<file path="config.mk">
export PLATFORM = sky130hd
export DESIGN_NAME = pei_ctrl
export DESIGN_NICKNAME = d
export VERILOG_FILES = /design/src/hdl/pei_pkg.sv /design/src/hdl/pei_sync.sv /design/src/hdl/pei_ctrl.sv
export SDC_FILE = /design/constraint.sdc
export NUM_CORES = 1
export LEC_CHECK = 0
export ABC_AREA = 0
export BUFFER_PORTS_ARGS = -buffer_cell sky130_fd_sc_hd__buf_4
export CAP_MARGIN = 25
export CORE_ASPECT_RATIO = 1.1
export CORE_UTILIZATION = 58
export CTS_CLUSTER_SIZE = 12
export DETAILED_ROUTE_END_ITERATION = 16
export GPL_ROUTABILITY_DRIVEN = 0
export PLACE_DENSITY = 0.8
export SETUP_SLACK_MARGIN = 0.15
export SYNTH_ARGS = -nofsm -noshare
export SYNTH_HDL_FRONTEND = slang
export SYNTH_SLANG_ARGS = --single-unit
</file>
<file path="constraint.sdc">
create_clock -name clk -period 7.37 [get_ports clk]
set_input_delay 0.737 -clock clk [delete_from_list [all_inputs] [get_ports clk]]
set_output_delay 0.737 -clock clk [all_outputs]
set_load 0.02 [all_outputs]
</file>
<file path="src/hdl/pei_pkg.sv">
// Constants for the picture enhancer two-wire control block
package pei_pkg;
    localparam logic [6:0] PEI_SLAVE_ADDR = 7'h44;
    localparam logic [7:0] PEI_SUB_LUMA = 8'h10;
    localparam logic [7:0] PEI_SUB_PEAK = 8'h11;
    localparam logic [7:0] PEI_REG_RESET = 8'h01;
    localparam logic [7:0] PEI_LUMA_MASK = 8'h7F;
    localparam logic [7:0] PEI_PEAK_MASK = 8'hE3;
    localparam int PEI_LUMA_CTRANS_BIT = 5;
    localparam int PEI_LUMA_SANDC_BIT = 6;
    localparam int PEI_PEAK_CORING_BIT = 7;
    localparam int PEI_PEAK_DLY_BIT = 6;
    localparam int PEI_PEAK_FRQ_BIT = 5;
    localparam int PEI_BK_MIN = 4;
    localparam int PEI_BK_MAX = 31;
    localparam int PEI_DELAY_W = 11;
    // Delay weights in ns for luma bits 0..4
    localparam logic [10:0] PEI_DLY_W0 = 11'h02D;
    localparam logic [10:0] PEI_DLY_W1 = 11'h05A;
    localparam logic [10:0] PEI_DLY_W2 = 11'h0B4;
    localparam logic [10:0] PEI_DLY_W3 = 11'h0B4;
    localparam logic [10:0] PEI_DLY_W4 = 11'h1C2;
endpackage

</file>
<file path="src/hdl/pei_sync.sv">
// Two-stage synchroniser for pin inputs
`timescale 1ns/1ns
`default_nettype none
module pei_sync #(
    parameter int WIDTH = 1
) (
    input wire logic clk,
    input wire logic reset_n,
    input wire logic [WIDTH-1:0] async_in,
    output logic [WIDTH-1:0] sync_out
);
    logic [WIDTH-1:0] meta_ff;
    logic [WIDTH-1:0] sync_ff;
    always_ff @(posedge clk) begin
        if (!reset_n) begin
            meta_ff <= '1;
            sync_ff <= '1;
        end else begin
            meta_ff <= async_in;
            sync_ff <= meta_ff;
        end
    end
    assign sync_out = sync_ff;
endmodule
`default_nettype wire

</file>
<file path="src/hdl/pei_ctrl.sv">
// Two-wire write-only slave with enhancer control registers
`timescale 1ns/1ns
`default_nettype none
module pei_ctrl
    import pei_pkg::*;
(
    input wire logic clk,
    input wire logic reset_n,
    input wire logic scl_in,
    input wire logic sda_in,
    output logic sda_out,
    output logic sda_oe_n,
    input wire logic burst_key_in,
    input wire logic vblank_in,
    output logic [7:0] luma_reg,
    output logic [7:0] peak_reg,
    output logic [PEI_DELAY_W-1:0] luma_delay_ns,
    output logic colour_transient_enable,
    output logic sandcastle_level_select,
    output logic coring_enable,
    output logic peaking_delay_enable,
    output logic peaking_frequency_select,
    output logic [1:0] peaking_gain_field,
    output logic [4:0] burst_key_count,
    output logic delay_loop_active
);
    typedef enum logic [2:0] {
        PEI_IDLE = 3'b000,
        PEI_ADDR = 3'b001,
        PEI_SUB = 3'b010,
        PEI_DATA = 3'b011,
        PEI_ACK = 3'b100,
        PEI_SKIP = 3'b101
    } pei_state_e;

    logic [3:0] pin_s;
    logic scl_s, sda_s, bk_s, vb_s;
    pei_sync #(.WIDTH(4)) u_sync (
        .clk(clk),
        .reset_n(reset_n),
        .async_in({scl_in, sda_in, burst_key_in, vblank_in}),
        .sync_out(pin_s)
    );
    assign {scl_s, sda_s, bk_s, vb_s} = pin_s;

    logic scl_d_ff, sda_d_ff, bk_d_ff;
    always_ff @(posedge clk) begin
        if (!reset_n) begin
            scl_d_ff <= 1'b1;
            sda_d_ff <= 1'b1;
            // Matches synchroniser reset level, no false edge
            bk_d_ff <= 1'b1;
        end else begin
            scl_d_ff <= scl_s;
            sda_d_ff <= sda_s;
            bk_d_ff <= bk_s;
        end
    end
    logic scl_rise, scl_fall, start_c, stop_c, bk_rise;
    assign scl_rise = scl_s && !scl_d_ff;
    assign scl_fall = !scl_s && scl_d_ff;
    assign start_c = scl_s && scl_d_ff && sda_d_ff && !sda_s;
    assign stop_c = scl_s && scl_d_ff && !sda_d_ff && sda_s;
    assign bk_rise = bk_s && !bk_d_ff;

    pei_state_e state_ff, nxt_state, ret_ff, nxt_ret;
    logic [7:0] shift_ff, nxt_shift;
    logic [3:0] bit_ff, nxt_bit;
    logic [7:0] sub_ff, nxt_sub;
    logic [7:0] luma_ff, nxt_luma, peak_ff, nxt_peak;
    logic ack_ff, nxt_ack;
    logic sda_oe_n_ff, nxt_sda_oe_n;

    always_comb begin
        nxt_state = state_ff;
        nxt_ret = ret_ff;
        nxt_shift = shift_ff;
        nxt_bit = bit_ff;
        nxt_sub = sub_ff;
        nxt_luma = luma_ff;
        nxt_peak = peak_ff;
        nxt_ack = ack_ff;
        nxt_sda_oe_n = sda_oe_n_ff;
        if (start_c) begin
            nxt_state = PEI_ADDR;
            nxt_bit = 4'h0;
            nxt_sda_oe_n = 1'b1;
        end else if (stop_c) begin
            nxt_state = PEI_IDLE;
            nxt_sda_oe_n = 1'b1;
        end else begin
            case (state_ff)
                PEI_ADDR, PEI_SUB, PEI_DATA: begin
                    if (scl_rise) begin
                        nxt_shift = {shift_ff[6:0], sda_s};
                        nxt_bit = bit_ff + 4'h1;
                    end else if (scl_fall && bit_ff == 4'h8) begin
                        nxt_bit = 4'h0;
                        nxt_ack = 1'b0;
                        nxt_ret = state_ff;
                        nxt_state = PEI_ACK;
                        if (state_ff == PEI_ADDR) begin
                            if (shift_ff == {PEI_SLAVE_ADDR, 1'b0}) begin
                                nxt_ack = 1'b1;
                                nxt_ret = PEI_SUB;
                            end
                        end else if (state_ff == PEI_SUB) begin
                            if (shift_ff == PEI_SUB_LUMA || shift_ff == PEI_SUB_PEAK) begin
                                nxt_ack = 1'b1;
                                nxt_sub = shift_ff;
                                nxt_ret = PEI_DATA;
                            end
                        end else begin
                            if (sub_ff == PEI_SUB_LUMA) begin
                                nxt_luma = shift_ff & PEI_LUMA_MASK;
                                nxt_ack = 1'b1;
                            end else if (sub_ff == PEI_SUB_PEAK) begin
                                nxt_peak = shift_ff & PEI_PEAK_MASK;
                                nxt_ack = 1'b1;
                            end
                            if (sub_ff <= PEI_SUB_PEAK) begin
                                nxt_sub = sub_ff + 8'h01;
                            end
                        end
                        nxt_sda_oe_n = !nxt_ack;
                        if (!nxt_ack) begin
                            nxt_state = PEI_SKIP;
                        end
                    end
                end
                PEI_ACK: begin
                    if (scl_fall) begin
                        nxt_sda_oe_n = 1'b1;
                        nxt_state = ret_ff;
                    end
                end
                PEI_SKIP: begin
                    nxt_sda_oe_n = 1'b1;
                end
                default: begin
                    nxt_sda_oe_n = 1'b1;
                end
            endcase
        end
    end

    always_ff @(posedge clk) begin
        if (!reset_n) begin
            state_ff <= PEI_IDLE;
            ret_ff <= PEI_IDLE;
            shift_ff <= 8'h00;
            bit_ff <= 4'h0;
            sub_ff <= 8'h00;
            luma_ff <= PEI_REG_RESET;
            peak_ff <= PEI_REG_RESET;
            ack_ff <= 1'b0;
            sda_oe_n_ff <= 1'b1;
        end else begin
            state_ff <= nxt_state;
            ret_ff <= nxt_ret;
            shift_ff <= nxt_shift;
            bit_ff <= nxt_bit;
            sub_ff <= nxt_sub;
            luma_ff <= nxt_luma;
            peak_ff <= nxt_peak;
            ack_ff <= nxt_ack;
            sda_oe_n_ff <= nxt_sda_oe_n;
        end
    end

    // Burst-key counting within vertical blanking
    logic [4:0] bk_cnt_ff, nxt_bk_cnt;
    logic loop_ff, nxt_loop;
    always_comb begin
        nxt_bk_cnt = bk_cnt_ff;
        nxt_loop = loop_ff;
        if (!vb_s) begin
            nxt_bk_cnt = 5'h00;
            nxt_loop = 1'b0;
        end else if (bk_rise) begin
            if (bk_cnt_ff == 5'(PEI_BK_MAX)) begin
                nxt_bk_cnt = 5'h01;
            end else begin
                nxt_bk_cnt = bk_cnt_ff + 5'h01;
            end
            nxt_loop = (nxt_bk_cnt >= 5'(PEI_BK_MIN));
        end
    end

    logic [PEI_DELAY_W-1:0] nxt_delay;
    always_comb begin
        nxt_delay = (luma_ff[0] ? PEI_DLY_W0 : 11'h000)
                  + (luma_ff[1] ? PEI_DLY_W1 : 11'h000)
                  + (luma_ff[2] ? PEI_DLY_W2 : 11'h000)
                  + (luma_ff[3] ? PEI_DLY_W3 : 11'h000)
                  + (luma_ff[4] ? PEI_DLY_W4 : 11'h000);
    end

    logic [PEI_DELAY_W-1:0] delay_ff;
    logic ctrans_ff, sandc_ff, coring_ff, pdly_ff, frq_ff;
    logic [1:0] gain_ff;
    always_ff @(posedge clk) begin
        if (!reset_n) begin
            bk_cnt_ff <= 5'h00;
            loop_ff <= 1'b0;
            delay_ff <= PEI_DLY_W0;
            ctrans_ff <= 1'b0;
            sandc_ff <= 1'b0;
            coring_ff <= 1'b0;
            pdly_ff <= 1'b0;
            frq_ff <= 1'b0;
            gain_ff <= 2'h1;
        end else begin
            bk_cnt_ff <= nxt_bk_cnt;
            loop_ff <= nxt_loop;
            delay_ff <= nxt_delay;
            ctrans_ff <= luma_ff[PEI_LUMA_CTRANS_BIT];
            sandc_ff <= luma_ff[PEI_LUMA_SANDC_BIT];
            coring_ff <= peak_ff[PEI_PEAK_CORING_BIT];
            pdly_ff <= peak_ff[PEI_PEAK_DLY_BIT];
            frq_ff <= peak_ff[PEI_PEAK_FRQ_BIT];
            gain_ff <= peak_ff[1:0];
        end
    end

    assign sda_out = 1'b0;
    assign sda_oe_n = sda_oe_n_ff;
    assign luma_reg = luma_ff;
    assign peak_reg = peak_ff;
    assign luma_delay_ns = delay_ff;
    assign colour_transient_enable = ctrans_ff;
    assign sandcastle_level_select = sandc_ff;
    assign coring_enable = coring_ff;
    assign peaking_delay_enable = pdly_ff;
    assign peaking_frequency_select = frq_ff;
    assign peaking_gain_field = gain_ff;
    assign burst_key_count = bk_cnt_ff;
    assign delay_loop_active = loop_ff;
endmodule
`default_nettype wire

</file>
==> results of run 1 <==
-- worst paths after layout --
check / depth (start not counted) / endpoint / slack (ns) / from
setup / recovery: 9 / luma_delay_ns[6] / 4.82 / luma_reg[2]
hold / removal: 1 / u_sync.sync_out[2] / 0.41 / u_sync.meta_ff[2]
setup reg to reg: 9 / luma_delay_ns[6] / 4.82 / luma_reg[2]
hold reg to reg: 1 / u_sync.sync_out[2] / 0.41 / u_sync.meta_ff[2]
-- worst max-delay path, cell delays in order (launching register included) --
cell and delay [ns]:
sky130_fd_sc_hd__dfxtp_1 0.45, sky130_fd_sc_hd__inv_1 0.09, sky130_fd_sc_hd__fa_1 0.51, sky130_fd_sc_hd__inv_1 0.06, sky130_fd_sc_hd__ha_1 0.22, sky130_fd_sc_hd__fa_1 0.40, sky130_fd_sc_hd__a21o_1 0.17, sky130_fd_sc_hd__a21oi_1 0.28
sky130_fd_sc_hd__xnor2_1 0.10, sky130_fd_sc_hd__and2_1 0.16
-- area by class of cell --
type,count,area (um2)
multi-input cells,255,1824
clock buffers,10,127.6
clock inverters,5,81.33
repair buffers,42,319.1
fillers,491,1759
well taps,77,96.34
flip-flops and latches,73,1461
inverters,17,63.81
-- logic make-up after synthesis --
| kind of cell | count (synthesis) | synth area share (%) |
|---|---|---|
| xor+xnor | 7 | 1.779 |
| buf+inv | 38 | 5.226 |
| mux | 23 | 6.715 |
| compound gates | 54 | 10.31 |
| flops | 73 | 42.40 |
| fa+ha+maj | 20 | 8.131 |
| other cells | 1 | 0.1088 |
| simple gates | 145 | 25.34 |
-- placed cells by master (no fill, tap or decap), types with 3 or more instances in the layout --
master	n
sky130_fd_sc_hd__dfxtp_1	73
sky130_fd_sc_hd__buf_4	41
sky130_fd_sc_hd__nor2_1	25
sky130_fd_sc_hd__nor2b_1	25
sky130_fd_sc_hd__mux2i_1	22
sky130_fd_sc_hd__nand2_1	21
sky130_fd_sc_hd__nand2b_1	20
sky130_fd_sc_hd__a21oi_1	18
sky130_fd_sc_hd__inv_1	17
sky130_fd_sc_hd__ha_1	16
sky130_fd_sc_hd__o21ai_0	9
sky130_fd_sc_hd__and2_1	9
sky130_fd_sc_hd__clkbuf_8	9
sky130_fd_sc_hd__nor3_1	6
sky130_fd_sc_hd__conb_1	6
sky130_fd_sc_hd__nand3_1	5
sky130_fd_sc_hd__and3_1	4
sky130_fd_sc_hd__or4_1	4
sky130_fd_sc_hd__xor2_1	4
sky130_fd_sc_hd__fa_1	4
sky130_fd_sc_hd__o21bai_1	3
sky130_fd_sc_hd__xnor2_1	3
-- per-stage QoR --
stage	worst slack [ns]	cell area, um2	power (W)
floorplan	4.895	3466	0.0004305
global placement	4.960	3754	0.0004330
detailed placement	4.831	3754	0.0004338
CTS	4.813	3963	0.0007615
global route	4.655	3974	0.0007836
finish	4.818	3974	0.0007534
-- power groups by stage --
stage	clock network, W	registers [W]	logic (W)
global route	0.000356	0.000401	0.0000271
floorplan	0	0.000409	0.0000220
detailed placement	0	0.000410	0.0000241
finish	0.000329	0.000400	0.0000242
global placement	0	0.000409	0.0000236
CTS	0.000337	0.000400	0.0000241
-- metal layers --
| layer | vias to the layer above | share of wire, % | global-route usage [%] |
|---|---|---|---|
| met3 | 12 | 3.7 | 5.218 |
| li1 | 1306 | - | - |
| met1 | 1219 | 48 | 30.76 |
| met5 | - | 0 | 0 |
| met4 | 0 | 1.8 | 10.44 |
| met2 | 49 | 47 | 32.47 |
==> results.md, run 1 <==
* Outcome: finished, final reports clean
* Layout cell share with drive strength beyond 1 at 16.67%
* Max Clock Freq at 391.8 MHz
* Post-CTS Hold Buffers at 0
* Worst hold path type: flip-flop to flip-flop
* Number of synthesized register bits at 73
* Worst skew pair latency at 0.34 ns
* Areal power density over the cells at 189.6 nW/um2
* Setup repair after global routing missed its margin: no
* Worst-case clock skew at 0.01029 ns
* Non-filler instance count after layout at 479
* Endpoint class of the critical path: flip-flop
* Maximum number of pins on one net before global-route repair at 73
* CTS Root Cell: sky130_fd_sc_hd__clkbuf_8
* Number of warnings issued by yosys at 0
* Setup bufs post-CTS at 0
* Share of flip-flops with an asynchronous set or reset at 0%
* Critical path data required time at 7.61 ns
* Count leader, synth: sky130_fd_sc_hd__dfxtp_1
* Overall global routing resource usage at 22.27%
* Critical path launch point type: flip-flop
* Main synth FF type: sky130_fd_sc_hd__dfxtp_1
* Hold Worst Slack at 0.4086 ns
* Number of clock sinks seen by CTS at 73
* Sum of overflow across all layers after global routing at 0
* Static Leakage at 1.686 nW
* H-tree depth at 3
* Slew Viols, Final at 0
* Count of buffers from port buffering at 41
* Share of synthesized area occupied by flip-flops and latches at 42.40%
* Via count of the first global-routing pass at 2414
* Cell type with the highest aggregate area in the netlist: sky130_fd_sc_hd__dfxtp_1
* Worst Setup Path Type: flip-flop to flip-flop
* Mean post-synth cell area at 9.549 um2
* Count of vias placed by the detailed router at 2586
* Cell area after synthesis at 3447 um2
* Switching power total at 0.0001577 W
* Peak supply drop at 0.1164 mV
* Top cells by area, synth: sky130_fd_sc_hd__dfxtp_1 42%, sky130_fd_sc_hd__mux2i_1 6.4%, sky130_fd_sc_hd__ha_1 5.8%
* Final wirelength at 6341 um
* Post-synthesis instance total at 361
* Routed length per instance at 13.24 um
* Max-slew headroom at 51.39%
* Arrival time of the worst setup path at 2.79 ns
* Initial antenna violation count at 0
* Share of power burned in the clock network at 43.6%
* Antenna Nets Post-Route at 0
* Number of distinct library cells after synthesis at 60
* Total die area at 6256 um2
* Tmin final at 2.552 ns
* Internal portion of total power at 0.0005957 W
* TritonCTS clock tree: done
* Area grow syn2layout at 15.28%
* DRC violations left at 0
* Measured slew at the worst slew-check pin at 0.7259 ns
* Accumulated negative setup slack at 0 ns
* Number of flip-flops under the largest register name at 10
* Core Region at 5733 um2
* Relative contribution of sequential cells to total power at 53.2%
* Clock transition time at the flip-flop clock pins of the worst setup and hold paths at 0.07 ns
* Clock Tree Buf Depth at 2
* Width of the chip at 75.51 um
* Hpwl dp at 4456 um
* Utilization after layout at 69.31%
* Number of DRC markers after the initial detailed-route iteration at 144
* Crit share post-route at 34.63%
* Post_cts resized at 0
* Setup violation total in the final timing report at 0
* Global-route wire length before repair at 10770 um
* Count of nets after finishing at 424
* Highest fanout seen on the critical path at 5
* CTS buffer count at 9
* Number of diodes added for antenna fixing at 0
* Share of total power in combinational logic at 3.2%
* Number of hold violations in the final report at 0
* Initial core utilization at 60.13%
* Die H at 82.86 um
* # rows at 29
* Fraction of synthesized cell area taken by the top area cell type at 42.40%
* Max-cap violations at 0
* Boundary pin count at 48
* Detailed Routing Iterations Pass 1 at 4
* Switching Fraction at 20.93%
* Vias per cell at 5.399
* Number of enable flip-flop cells after synthesis at 0
* Placed cell count at 463
* Commonest cells in the netlist: 73 x sky130_fd_sc_hd__dfxtp_1, 25 x sky130_fd_sc_hd__nor2_1, 25 x sky130_fd_sc_hd__nor2b_1
Power figures use the tool's default switching activity.
==> run 2: changes to the inputs <==
--- a/config.mk
+++ b/config.mk
@@ -5,15 +5,15 @@
 export SDC_FILE = /design/constraint.sdc
 export NUM_CORES = 1
 export LEC_CHECK = 0
-export ABC_AREA = 0
+export ABC_AREA = 1
 export BUFFER_PORTS_ARGS = -buffer_cell sky130_fd_sc_hd__buf_4
 export CAP_MARGIN = 25
 export CORE_ASPECT_RATIO = 1.1
-export CORE_UTILIZATION = 58
+export CORE_UTILIZATION = 56
 export CTS_CLUSTER_SIZE = 12
 export DETAILED_ROUTE_END_ITERATION = 16
 export GPL_ROUTABILITY_DRIVEN = 0
-export PLACE_DENSITY = 0.8
+export PLACE_DENSITY = 0.78
 export SETUP_SLACK_MARGIN = 0.15
 export SYNTH_ARGS = -nofsm -noshare
 export SYNTH_HDL_FRONTEND = slang
==> constraint.sdc (replaced) <==
create_clock -name clk -period 2.5 [get_ports clk]
set_input_delay 0.25 -clock clk [delete_from_list [all_inputs] [get_ports clk]]
set_output_delay 0.25 -clock clk [all_outputs]
set_load 0.02 [all_outputs]
==> results.md, run 2 <==
* Post-synthesis instance total at 424 (was 361)
* Overall global routing resource usage at 22.94% (was 22.27%)
* Arrival time of the worst setup path at 2.54 ns (was 2.79 ns)
* Number of warnings issued by yosys at 0 (unchanged)
* Outcome: finished, final reports clean (unchanged)
* Detailed Routing Iterations Pass 1 at 4 (unchanged)
* Cell area after synthesis at 3281 um2 (was 3447 um2)
* Worst hold path type: primary input to flip-flop (was flip-flop to flip-flop)
* Initial antenna violation count at 0 (unchanged)
* CTS Root Cell: sky130_fd_sc_hd__clkbuf_8 (unchanged)
* Crit share post-route at 91.68% (was 34.63%)
* Global-route wire length before repair at 10520 um (was 10770 um)
* Main synth FF type: sky130_fd_sc_hd__dfxtp_1 (unchanged)
* Worst Setup Path Type: flip-flop to flip-flop (unchanged)
* Critical path origin: luma_reg[2] (unchanged)
* Number of clock sinks seen by CTS at 73 (unchanged)
* Hpwl dp at 4657 um (was 4456 um)
* Worst-case clock skew at 0.007405 ns (was 0.01029 ns)
* DRC violations left at 0 (unchanged)
* Number of distinct library cells after synthesis at 36 (was 60)
* Number of synthesized register bits at 73 (unchanged)
* Sum of overflow across all layers after global routing at 0 (unchanged)
* Share of flip-flops with an asynchronous set or reset at 0% (unchanged)
* Utilization after layout at 70.91% (was 69.31%)
* Count of nets after finishing at 494 (was 424)
* Startpoint of the worst hold path: scl_in (was u_sync.meta_ff[2])
* Peak supply drop at 0.3519 mV (was 0.1164 mV)
* Top cells by area, synth: sky130_fd_sc_hd__dfxtp_1 45%, sky130_fd_sc_hd__nand2_1 8.0%, sky130_fd_sc_hd__inv_1 6.6% (was sky130_fd_sc_hd__dfxtp_1 42%, sky130_fd_sc_hd__mux2i_1 6.4%, sky130_fd_sc_hd__ha_1 5.8%)
* Final wirelength at 6591 um (was 6341 um)
* Number of flip-flops under the largest register name at 10 (unchanged)
* Total die area at 6169 um2 (was 6256 um2)
* Setup repair after global routing missed its margin: no (unchanged)
* Critical path data required time at 2.74 ns (was 7.61 ns)
* Startpoint of the most critical register-to-register path: luma_reg[2] (unchanged)
* Maximum number of pins on one net before global-route repair at 48 (was 73)
* Number of hold violations in the final report at 0 (unchanged)
* Antenna Nets Post-Route at 0 (unchanged)
* Max Clock Freq at 436.3 MHz (was 391.8 MHz)
* Layout cell share with drive strength beyond 1 at 20.08% (was 16.67%)
* Vias per cell at 5.042 (was 5.399)
* Fraction of synthesized cell area taken by the top area cell type at 44.55% (was 42.40%)
* Post-CTS Hold Buffers at 0 (unchanged)
* Tmin final at 2.292 ns (was 2.552 ns)
* Width of the chip at 74.98 um (was 75.51 um)
* Number of diodes added for antenna fixing at 0 (unchanged)
* TritonCTS clock tree: done (unchanged)
* Mean post-synth cell area at 7.737 um2 (was 9.549 um2)
* Max-slew headroom at 62.92% (was 51.39%)
* Critical path launch point type: flip-flop (unchanged)
* Areal power density over the cells at 603.7 nW/um2 (was 189.6 nW/um2)
* # rows at 28 (was 29)
* Share of synthesized area occupied by flip-flops and latches at 44.55% (was 42.40%)
* Most frequent cells in the layout: 70 x sky130_fd_sc_hd__nand2_1, 70 x sky130_fd_sc_hd__dfxtp_1, 57 x sky130_fd_sc_hd__inv_1, 50 x sky130_fd_sc_hd__nor2_1, 44 x sky130_fd_sc_hd__buf_4 (was 73 x sky130_fd_sc_hd__dfxtp_1, 41 x sky130_fd_sc_hd__buf_4, 25 x sky130_fd_sc_hd__nor2_1, 25 x sky130_fd_sc_hd__nor2b_1, 22 x sky130_fd_sc_hd__mux2i_1)
* Highest fanout seen on the critical path at 5 (unchanged)
* Commonest cells in the netlist: 73 x sky130_fd_sc_hd__dfxtp_1, 70 x sky130_fd_sc_hd__nand2_1, 58 x sky130_fd_sc_hd__inv_1 (was 73 x sky130_fd_sc_hd__dfxtp_1, 25 x sky130_fd_sc_hd__nor2_1, 25 x sky130_fd_sc_hd__nor2b_1)
* Setup violation total in the final timing report at 0 (unchanged)
* Boundary pin count at 48 (unchanged)
* Accumulated negative setup slack at 0 ns (unchanged)
* Count of vias placed by the detailed router at 2763 (was 2586)
* Number of DRC markers after the initial detailed-route iteration at 134 (was 144)
* Die H at 82.28 um (was 82.86 um)
* Max-cap violations at 0 (unchanged)
* Routed length per instance at 12.03 um (was 13.24 um)
* Via count of the first global-routing pass at 2468 (was 2414)
* Initial core utilization at 59.65% (was 60.13%)
* Count of buffers from port buffering at 41 (unchanged)
* Measured slew at the worst slew-check pin at 0.5544 ns (was 0.7259 ns)
* CTS buffer count at 9 (unchanged)
* Number of enable flip-flop cells after synthesis at 0 (unchanged)
* Clock Tree Buf Depth at 2 (unchanged)
* Clock transition time at the flip-flop clock pins of the worst setup and hold paths at 0.08 ns (was 0.07 ns)
* Core Region at 5500 um2 (was 5733 um2)
* H-tree depth at 3 (unchanged)
* Static Leakage at 1.896 nW (was 1.686 nW)
* Cell type with the highest aggregate area in the netlist: sky130_fd_sc_hd__dfxtp_1 (unchanged)
* Hold Worst Slack at 0.09362 ns (was 0.4086 ns)
* Slew Viols, Final at 0 (unchanged)
* Worst skew pair latency at 0.34 ns (about the same)
* Area grow syn2layout at 18.88% (was 15.28%)
* Count leader, synth: sky130_fd_sc_hd__dfxtp_1 (unchanged)
* Endpoint class of the critical path: flip-flop (unchanged)
==> run 2: cell count changes in the layout (fill, tap and decap cells not counted), moves of 5 or more <==
cell / previous run / this run
sky130_fd_sc_hd__nand2_1: 21 / 70
sky130_fd_sc_hd__inv_1: 17 / 57
sky130_fd_sc_hd__o21ai_0: 9 / 35
sky130_fd_sc_hd__nor2_1: 25 / 50
sky130_fd_sc_hd__nor2b_1: 25 / 0
sky130_fd_sc_hd__mux2i_1: 22 / 0
sky130_fd_sc_hd__nand2b_1: 20 / 0
sky130_fd_sc_hd__nand3_1: 5 / 19
sky130_fd_sc_hd__or2_2: 1 / 12
sky130_fd_sc_hd__and2_1: 9 / 0
sky130_fd_sc_hd__a21oi_1: 18 / 26
sky130_fd_sc_hd__inv_2: 0 / 5
==> run 2: kinds of logic (layout without fill, tap and decap cells) <==
group	Yosys count	in the layout	share of synthesized area [%]
other cells	1	6	0.1143
xor+xnor	1	1	0.2670
buf+inv	80	124	10.22
flops	73	73	44.55
compound gates	80	80	13.65
fa+ha+maj	20	20	8.543
simple gates	169	169	22.65
==> run 2: power breakdown <==
group	switching, W	internal [W]	leakage (nW)
logic	0.0000545	0.0000265	1.19
registers	0.00000726	0.00117	0.592
clock network	0.000432	0.000662	0.115
==> run 2: cell type report <==
class	count	area (um2)
fill	438	1600
inverter	64	241.5
timing repair buffer	44	330.3
clock buffer	9	123.9
multi-input combinational	276	1521
clock inverter	7	118.9
sequential	73	1470
tap	75	93.84
==> run 2: metrics by stage <==
stage                     std cells  area [um2]  worst slack [ns]  power, W
after global routing            548        3900           0.08218  0.002442
after CTS                       546        3866            0.1843  0.002383
final                           548        3900            0.2079  0.002354
after global placement          530        3617            0.1728  0.001288
after floorplan                 429        3302            0.1934  0.001275
after detailed placement        530        3617            0.1050  0.001290
==> run 2: layer usage <==
| layer | GRT usage [%] | vias to the layer above | wire (um) |
|---|---|---|---|
| li1 | - | 1434 | - |
| met1 | 24.30 | 1251 | 2769 |
| met2 | 41.62 | 59 | 3376 |
| met3 | 6.432 | 19 | 256 |
| met4 | 10.75 | 0 | 188 |
| met5 | 0 | - | 0 |
==> run 2: timing repair <==
item / CTS / global route
gates resized for setup: 3 / 6
hold endpoints to repair: 0 / 0
pin swaps: 0 / 2
setup endpoints to repair: 1 / 1
setup buffers: 0 / 2
==> run 2: worst max-delay path: stages, from the launching register on <==
cell                      delay, ns
sky130_fd_sc_hd__dfxtp_4       0.38
sky130_fd_sc_hd__inv_1         0.06
sky130_fd_sc_hd__fa_1          0.51
sky130_fd_sc_hd__inv_1         0.07
sky130_fd_sc_hd__ha_2          0.21
sky130_fd_sc_hd__fa_2          0.38
sky130_fd_sc_hd__nand3_2       0.08
sky130_fd_sc_hd__nand3_2       0.08
sky130_fd_sc_hd__nand2_1       0.07
sky130_fd_sc_hd__nand2_1       0.06
sky130_fd_sc_hd__a21oi_2       0.14
sky130_fd_sc_hd__nand2_1       0.06
sky130_fd_sc_hd__nand2_1       0.05
sky130_fd_sc_hd__nor2_1        0.04
==> run 2: worst paths after layout <==
kind                            cells after the start  slack, ns            endpoint
worst max-delay path                               13       0.21    luma_delay_ns[8]
worst min-delay path                                2       0.09   u_sync.meta_ff[3]
worst max register to register                     13       0.21    luma_delay_ns[8]
worst min register to register                      1       0.41  u_sync.sync_out[1]
==> run 3: changes to the inputs <==
--- a/config.mk
+++ b/config.mk
@@ -8,12 +8,14 @@
 export ABC_AREA = 1
 export BUFFER_PORTS_ARGS = -buffer_cell sky130_fd_sc_hd__buf_4
 export CAP_MARGIN = 25
+export CELL_PAD_IN_SITES_DETAIL_PLACEMENT = 0
+export CELL_PAD_IN_SITES_GLOBAL_PLACEMENT = 1
 export CORE_ASPECT_RATIO = 1.1
-export CORE_UTILIZATION = 56
+export CORE_UTILIZATION = 41
 export CTS_CLUSTER_SIZE = 12
 export DETAILED_ROUTE_END_ITERATION = 16
 export GPL_ROUTABILITY_DRIVEN = 0
-export PLACE_DENSITY = 0.78
+export PLACE_DENSITY_LB_ADDON = 0.1
 export SETUP_SLACK_MARGIN = 0.15
 export SYNTH_ARGS = -nofsm -noshare
 export SYNTH_HDL_FRONTEND = slang
==> results.md, run 3 (synthesis results as in run 2) <==
* Outcome: finished, final reports clean (unchanged)
* Final wirelength at 6594 um (was 6591 um)
* Slack of the critical path at 0.2435 ns (was 0.2079 ns)
* Startpoint of the most critical register-to-register path: luma_reg[3] (was luma_reg[2])
* Worst Setup Path Type: flip-flop to flip-flop (unchanged)
* Worst-case clock skew at 0.007915 ns (was 0.007405 ns)
* Peak supply drop at 0.3105 mV (was 0.3519 mV)
* Via count of the first global-routing pass at 2449 (was 2468)
* Count of vias placed by the detailed router at 2685 (was 2763)
* Max Clock Freq at 443.2 MHz (was 436.3 MHz)
* Clock Tree Buf Depth at 2 (unchanged)
* Utilization after layout at 52.68% (was 70.91%)
* Sum of overflow across all layers after global routing at 0 (unchanged)
* Setup violation total in the final timing report at 0 (unchanged)
* Critical path launch point type: flip-flop (unchanged)
* Total area of multi-input combinational cells at 1536 um2 (was 1521 um2)
* Accumulated negative setup slack at 0 ns (unchanged)
* Endpoint class of the critical path: flip-flop (unchanged)
* Area after detailed placement at 3662 um2 (was 3617 um2)
* Sequence of cells on the critical path: inv_2, fa_1, inv_2, ha_4, fa_2, nand3_2, nand3_2, nand2_2, nand2_2, a21oi_2, nand2_1, nand2_1, nor2_1 (was inv_1, fa_1, inv_1, ha_2, fa_2, nand3_2, nand3_2, nand2_1, nand2_1, a21oi_2, nand2_1, nand2_1, nor2_1)
* Antenna Nets Post-Route at 0 (unchanged)
* Count of buffers from port buffering at 41 (unchanged)
* H-tree depth at 3 (unchanged)
* Measured slew at the worst slew-check pin at 0.5763 ns (was 0.5544 ns)
* Number of hold violations in the final report at 0 (unchanged)
* # rows at 33 (was 28)
* Relative contribution of sequential cells to total power at 48.1% (was 50.1%)
* Post-CTS Hold Buffers at 0 (unchanged)
* Internal portion of total power at 0.001945 W (was 0.001861 W)
* Setup Slack @ Placement at 0.08276 ns (was 0.1050 ns)
* Area grow syn2layout at 22.01% (was 18.88%)
* Initial antenna violation count at 0 (unchanged)
* Core Region at 7597 um2 (was 5500 um2)
* Register cell area after layout at 1470 um2 (unchanged)
* Leading cell type in the layout, fill and taps excluded: sky130_fd_sc_hd__dfxtp_1
* Setup repair after global routing missed its margin: yes (was no)
* Crit share post-route at 90.26% (was 91.68%)
* Switching Fraction at 20.66% (was 20.96%)
* Areal power density over the cells at 612.3 nW/um2 (was 603.7 nW/um2)
* Number of DRC markers after the initial detailed-route iteration at 119 (was 134)
* Number of clock sinks seen by CTS at 73 (unchanged)
* Width of the chip at 87.29 um (was 74.98 um)
* Share of total power in combinational logic at 3.4% (about the same)
* Vias per cell at 4.613 (was 5.042)
* Max-cap violations at 0 (unchanged)
* Worst skew pair latency at 0.35 ns (was 0.34 ns)
* Number of flip-flops under the largest register name at 10 (unchanged)
* Highest fanout seen on the critical path at 4 (was 5)
* CTS buffer count at 9 (unchanged)
* Fill cell count at 773 (was 438)
* Die H at 95.82 um (was 82.28 um)
* Max-slew headroom at 61.54% (was 62.92%)
* Static Leakage at 1.934 nW (was 1.896 nW)
* Count of nets after finishing at 498 (was 494)
* DRC violations left at 0 (unchanged)
* Most frequent cells in the layout: 70 x sky130_fd_sc_hd__dfxtp_1, 68 x sky130_fd_sc_hd__nand2_1, 55 x sky130_fd_sc_hd__inv_1, 50 x sky130_fd_sc_hd__nor2_1, 48 x sky130_fd_sc_hd__buf_4 (was 70 x sky130_fd_sc_hd__nand2_1, 70 x sky130_fd_sc_hd__dfxtp_1, 57 x sky130_fd_sc_hd__inv_1, 50 x sky130_fd_sc_hd__nor2_1, 44 x sky130_fd_sc_hd__buf_4)
* TritonCTS clock tree: done (unchanged)
* Share of power burned in the clock network at 48.5% (was 46.5%)
* Global-route wire length before repair at 10980 um (was 10520 um)
* Max stage delay on crit path at 0.54 ns (was 0.51 ns)
* Initial core utilization at 43.18% (was 59.65%)
* Arrival time of the worst setup path at 2.51 ns (was 2.54 ns)
* Total die area at 8364 um2 (was 6169 um2)
* Non-filler instance count after layout at 582 (was 548)
* Total buffers and inverters traversed by the critical path at 2 (unchanged)
* Finished Cell Area at 4003 um2 (was 3900 um2)
* Maximum number of pins on one net before global-route repair at 26 (was 48)
* Switching power total at 0.0005064 W (was 0.0004934 W)
* Critical path data required time at 2.75 ns (was 2.74 ns)
* CTS Root Cell: sky130_fd_sc_hd__clkbuf_8 (unchanged)
* Layout cell share with drive strength beyond 1 at 21.59% (was 20.08%)
* Worst hold path type: primary input to flip-flop (unchanged)
* Startpoint of the worst hold path: vblank_in (was scl_in)
* Tmin final at 2.256 ns (was 2.292 ns)
* Detailed Routing Iterations Pass 1 at 4 (unchanged)
* Placed cell count at 561 (was 530)
* Boundary pin count at 48 (unchanged)
* Number of diodes added for antenna fixing at 0 (unchanged)
* Critical path origin: luma_reg[3] (was luma_reg[2])
* Hpwl dp at 4666 um (was 4657 um)
* Family with the most delay on the worst path: adder cells (unchanged)
* Crit path max-delay cell type: sky130_fd_sc_hd__fa_1 (unchanged)
* Routed length per instance at 11.33 um (was 12.03 um)
* Overall global routing resource usage at 17.15% (was 22.94%)
* Clock transition time at the flip-flop clock pins of the worst setup and hold paths at 0.08 ns (about the same)
* Slew Viols, Final at 0 (unchanged)
run 3: cell count changes in the layout (fill, tap and decap cells not counted):
cell	before	now
sky130_fd_sc_hd__buf_4	44	48
sky130_fd_sc_hd__clkbuf_8	9	12
sky130_fd_sc_hd__clkinv_2	2	1
sky130_fd_sc_hd__clkinv_4	1	0
sky130_fd_sc_hd__clkinvlp_4	2	1
sky130_fd_sc_hd__ha_2	1	0
sky130_fd_sc_hd__ha_4	0	1
sky130_fd_sc_hd__inv_1	57	55
sky130_fd_sc_hd__inv_2	5	7
sky130_fd_sc_hd__nand2_1	70	68
sky130_fd_sc_hd__nand2_2	2	4
run 3: metal layers:
metal	up-vias	global-route usage [%]	part of all wire, %
li1	1434	-	-
met1	1201	20.53	47
met2	39	29.36	48
met3	11	3.259	3.3
met4	0	8.607	2.0
met5	-	0	0
run 3: final timing paths:
path / end / slack [ns] / cells past startpoint
max: luma_delay_ns[8] / 0.24 / 13
min: u_sync.meta_ff[0] / 0.08 / 2
max reg2reg: luma_delay_ns[8] / 0.24 / 13
min reg2reg: u_sync.sync_out[3] / 0.42 / 1
run 3: cell type report:
cell class / instances / area share, %
timing repair buffer: 48 / 9.003
sequential: 73 / 36.73
clock buffer: 12 / 4.126
clock inverter: 4 / 2.438
inverter: 64 / 6.033
multi-input combinational: 276 / 38.39
tap: 105 / 3.282
run 3: worst register-to-register path, cell delays in order, from the launching register on:
cell,delay (ns)
sky130_fd_sc_hd__dfxtp_4,0.36
sky130_fd_sc_hd__inv_2,0.04
sky130_fd_sc_hd__fa_1,0.54
sky130_fd_sc_hd__inv_2,0.06
sky130_fd_sc_hd__ha_4,0.16
sky130_fd_sc_hd__fa_2,0.40
sky130_fd_sc_hd__nand3_2,0.08
sky130_fd_sc_hd__nand3_2,0.09
sky130_fd_sc_hd__nand2_2,0.08
sky130_fd_sc_hd__nand2_2,0.05
sky130_fd_sc_hd__a21oi_2,0.15
sky130_fd_sc_hd__nand2_1,0.06
sky130_fd_sc_hd__nand2_1,0.05
sky130_fd_sc_hd__nor2_1,0.04
run 3: repair_timing:
item / CTS / global route
pin swaps: 0 / 4
setup buffers: 0 / 5
resized for setup: 2 / 12
setup endpoints to repair: 1 / 1
run 3: power groups by stage:
stage          registers (W)  clock network, W   logic, W
2_1_floorplan        0.00121                 0  0.0000643
3_3_place_gp         0.00121                 0  0.0000844
3_5_place_dp         0.00121                 0  0.0000842
4_1_cts              0.00118           0.00122  0.0000845
5_1_grt              0.00118           0.00127  0.0000946
6_report             0.00118           0.00119  0.0000833
run 3: per-stage QoR:
step                      power [W]  hold WS (ns)
final                      0.002451       0.07979
after global placement     0.001293        0.3953
after global routing       0.002547       0.07349
after CTS                  0.002486       0.06350
after floorplan            0.001275        0.3566
after detailed placement   0.001293        0.4031
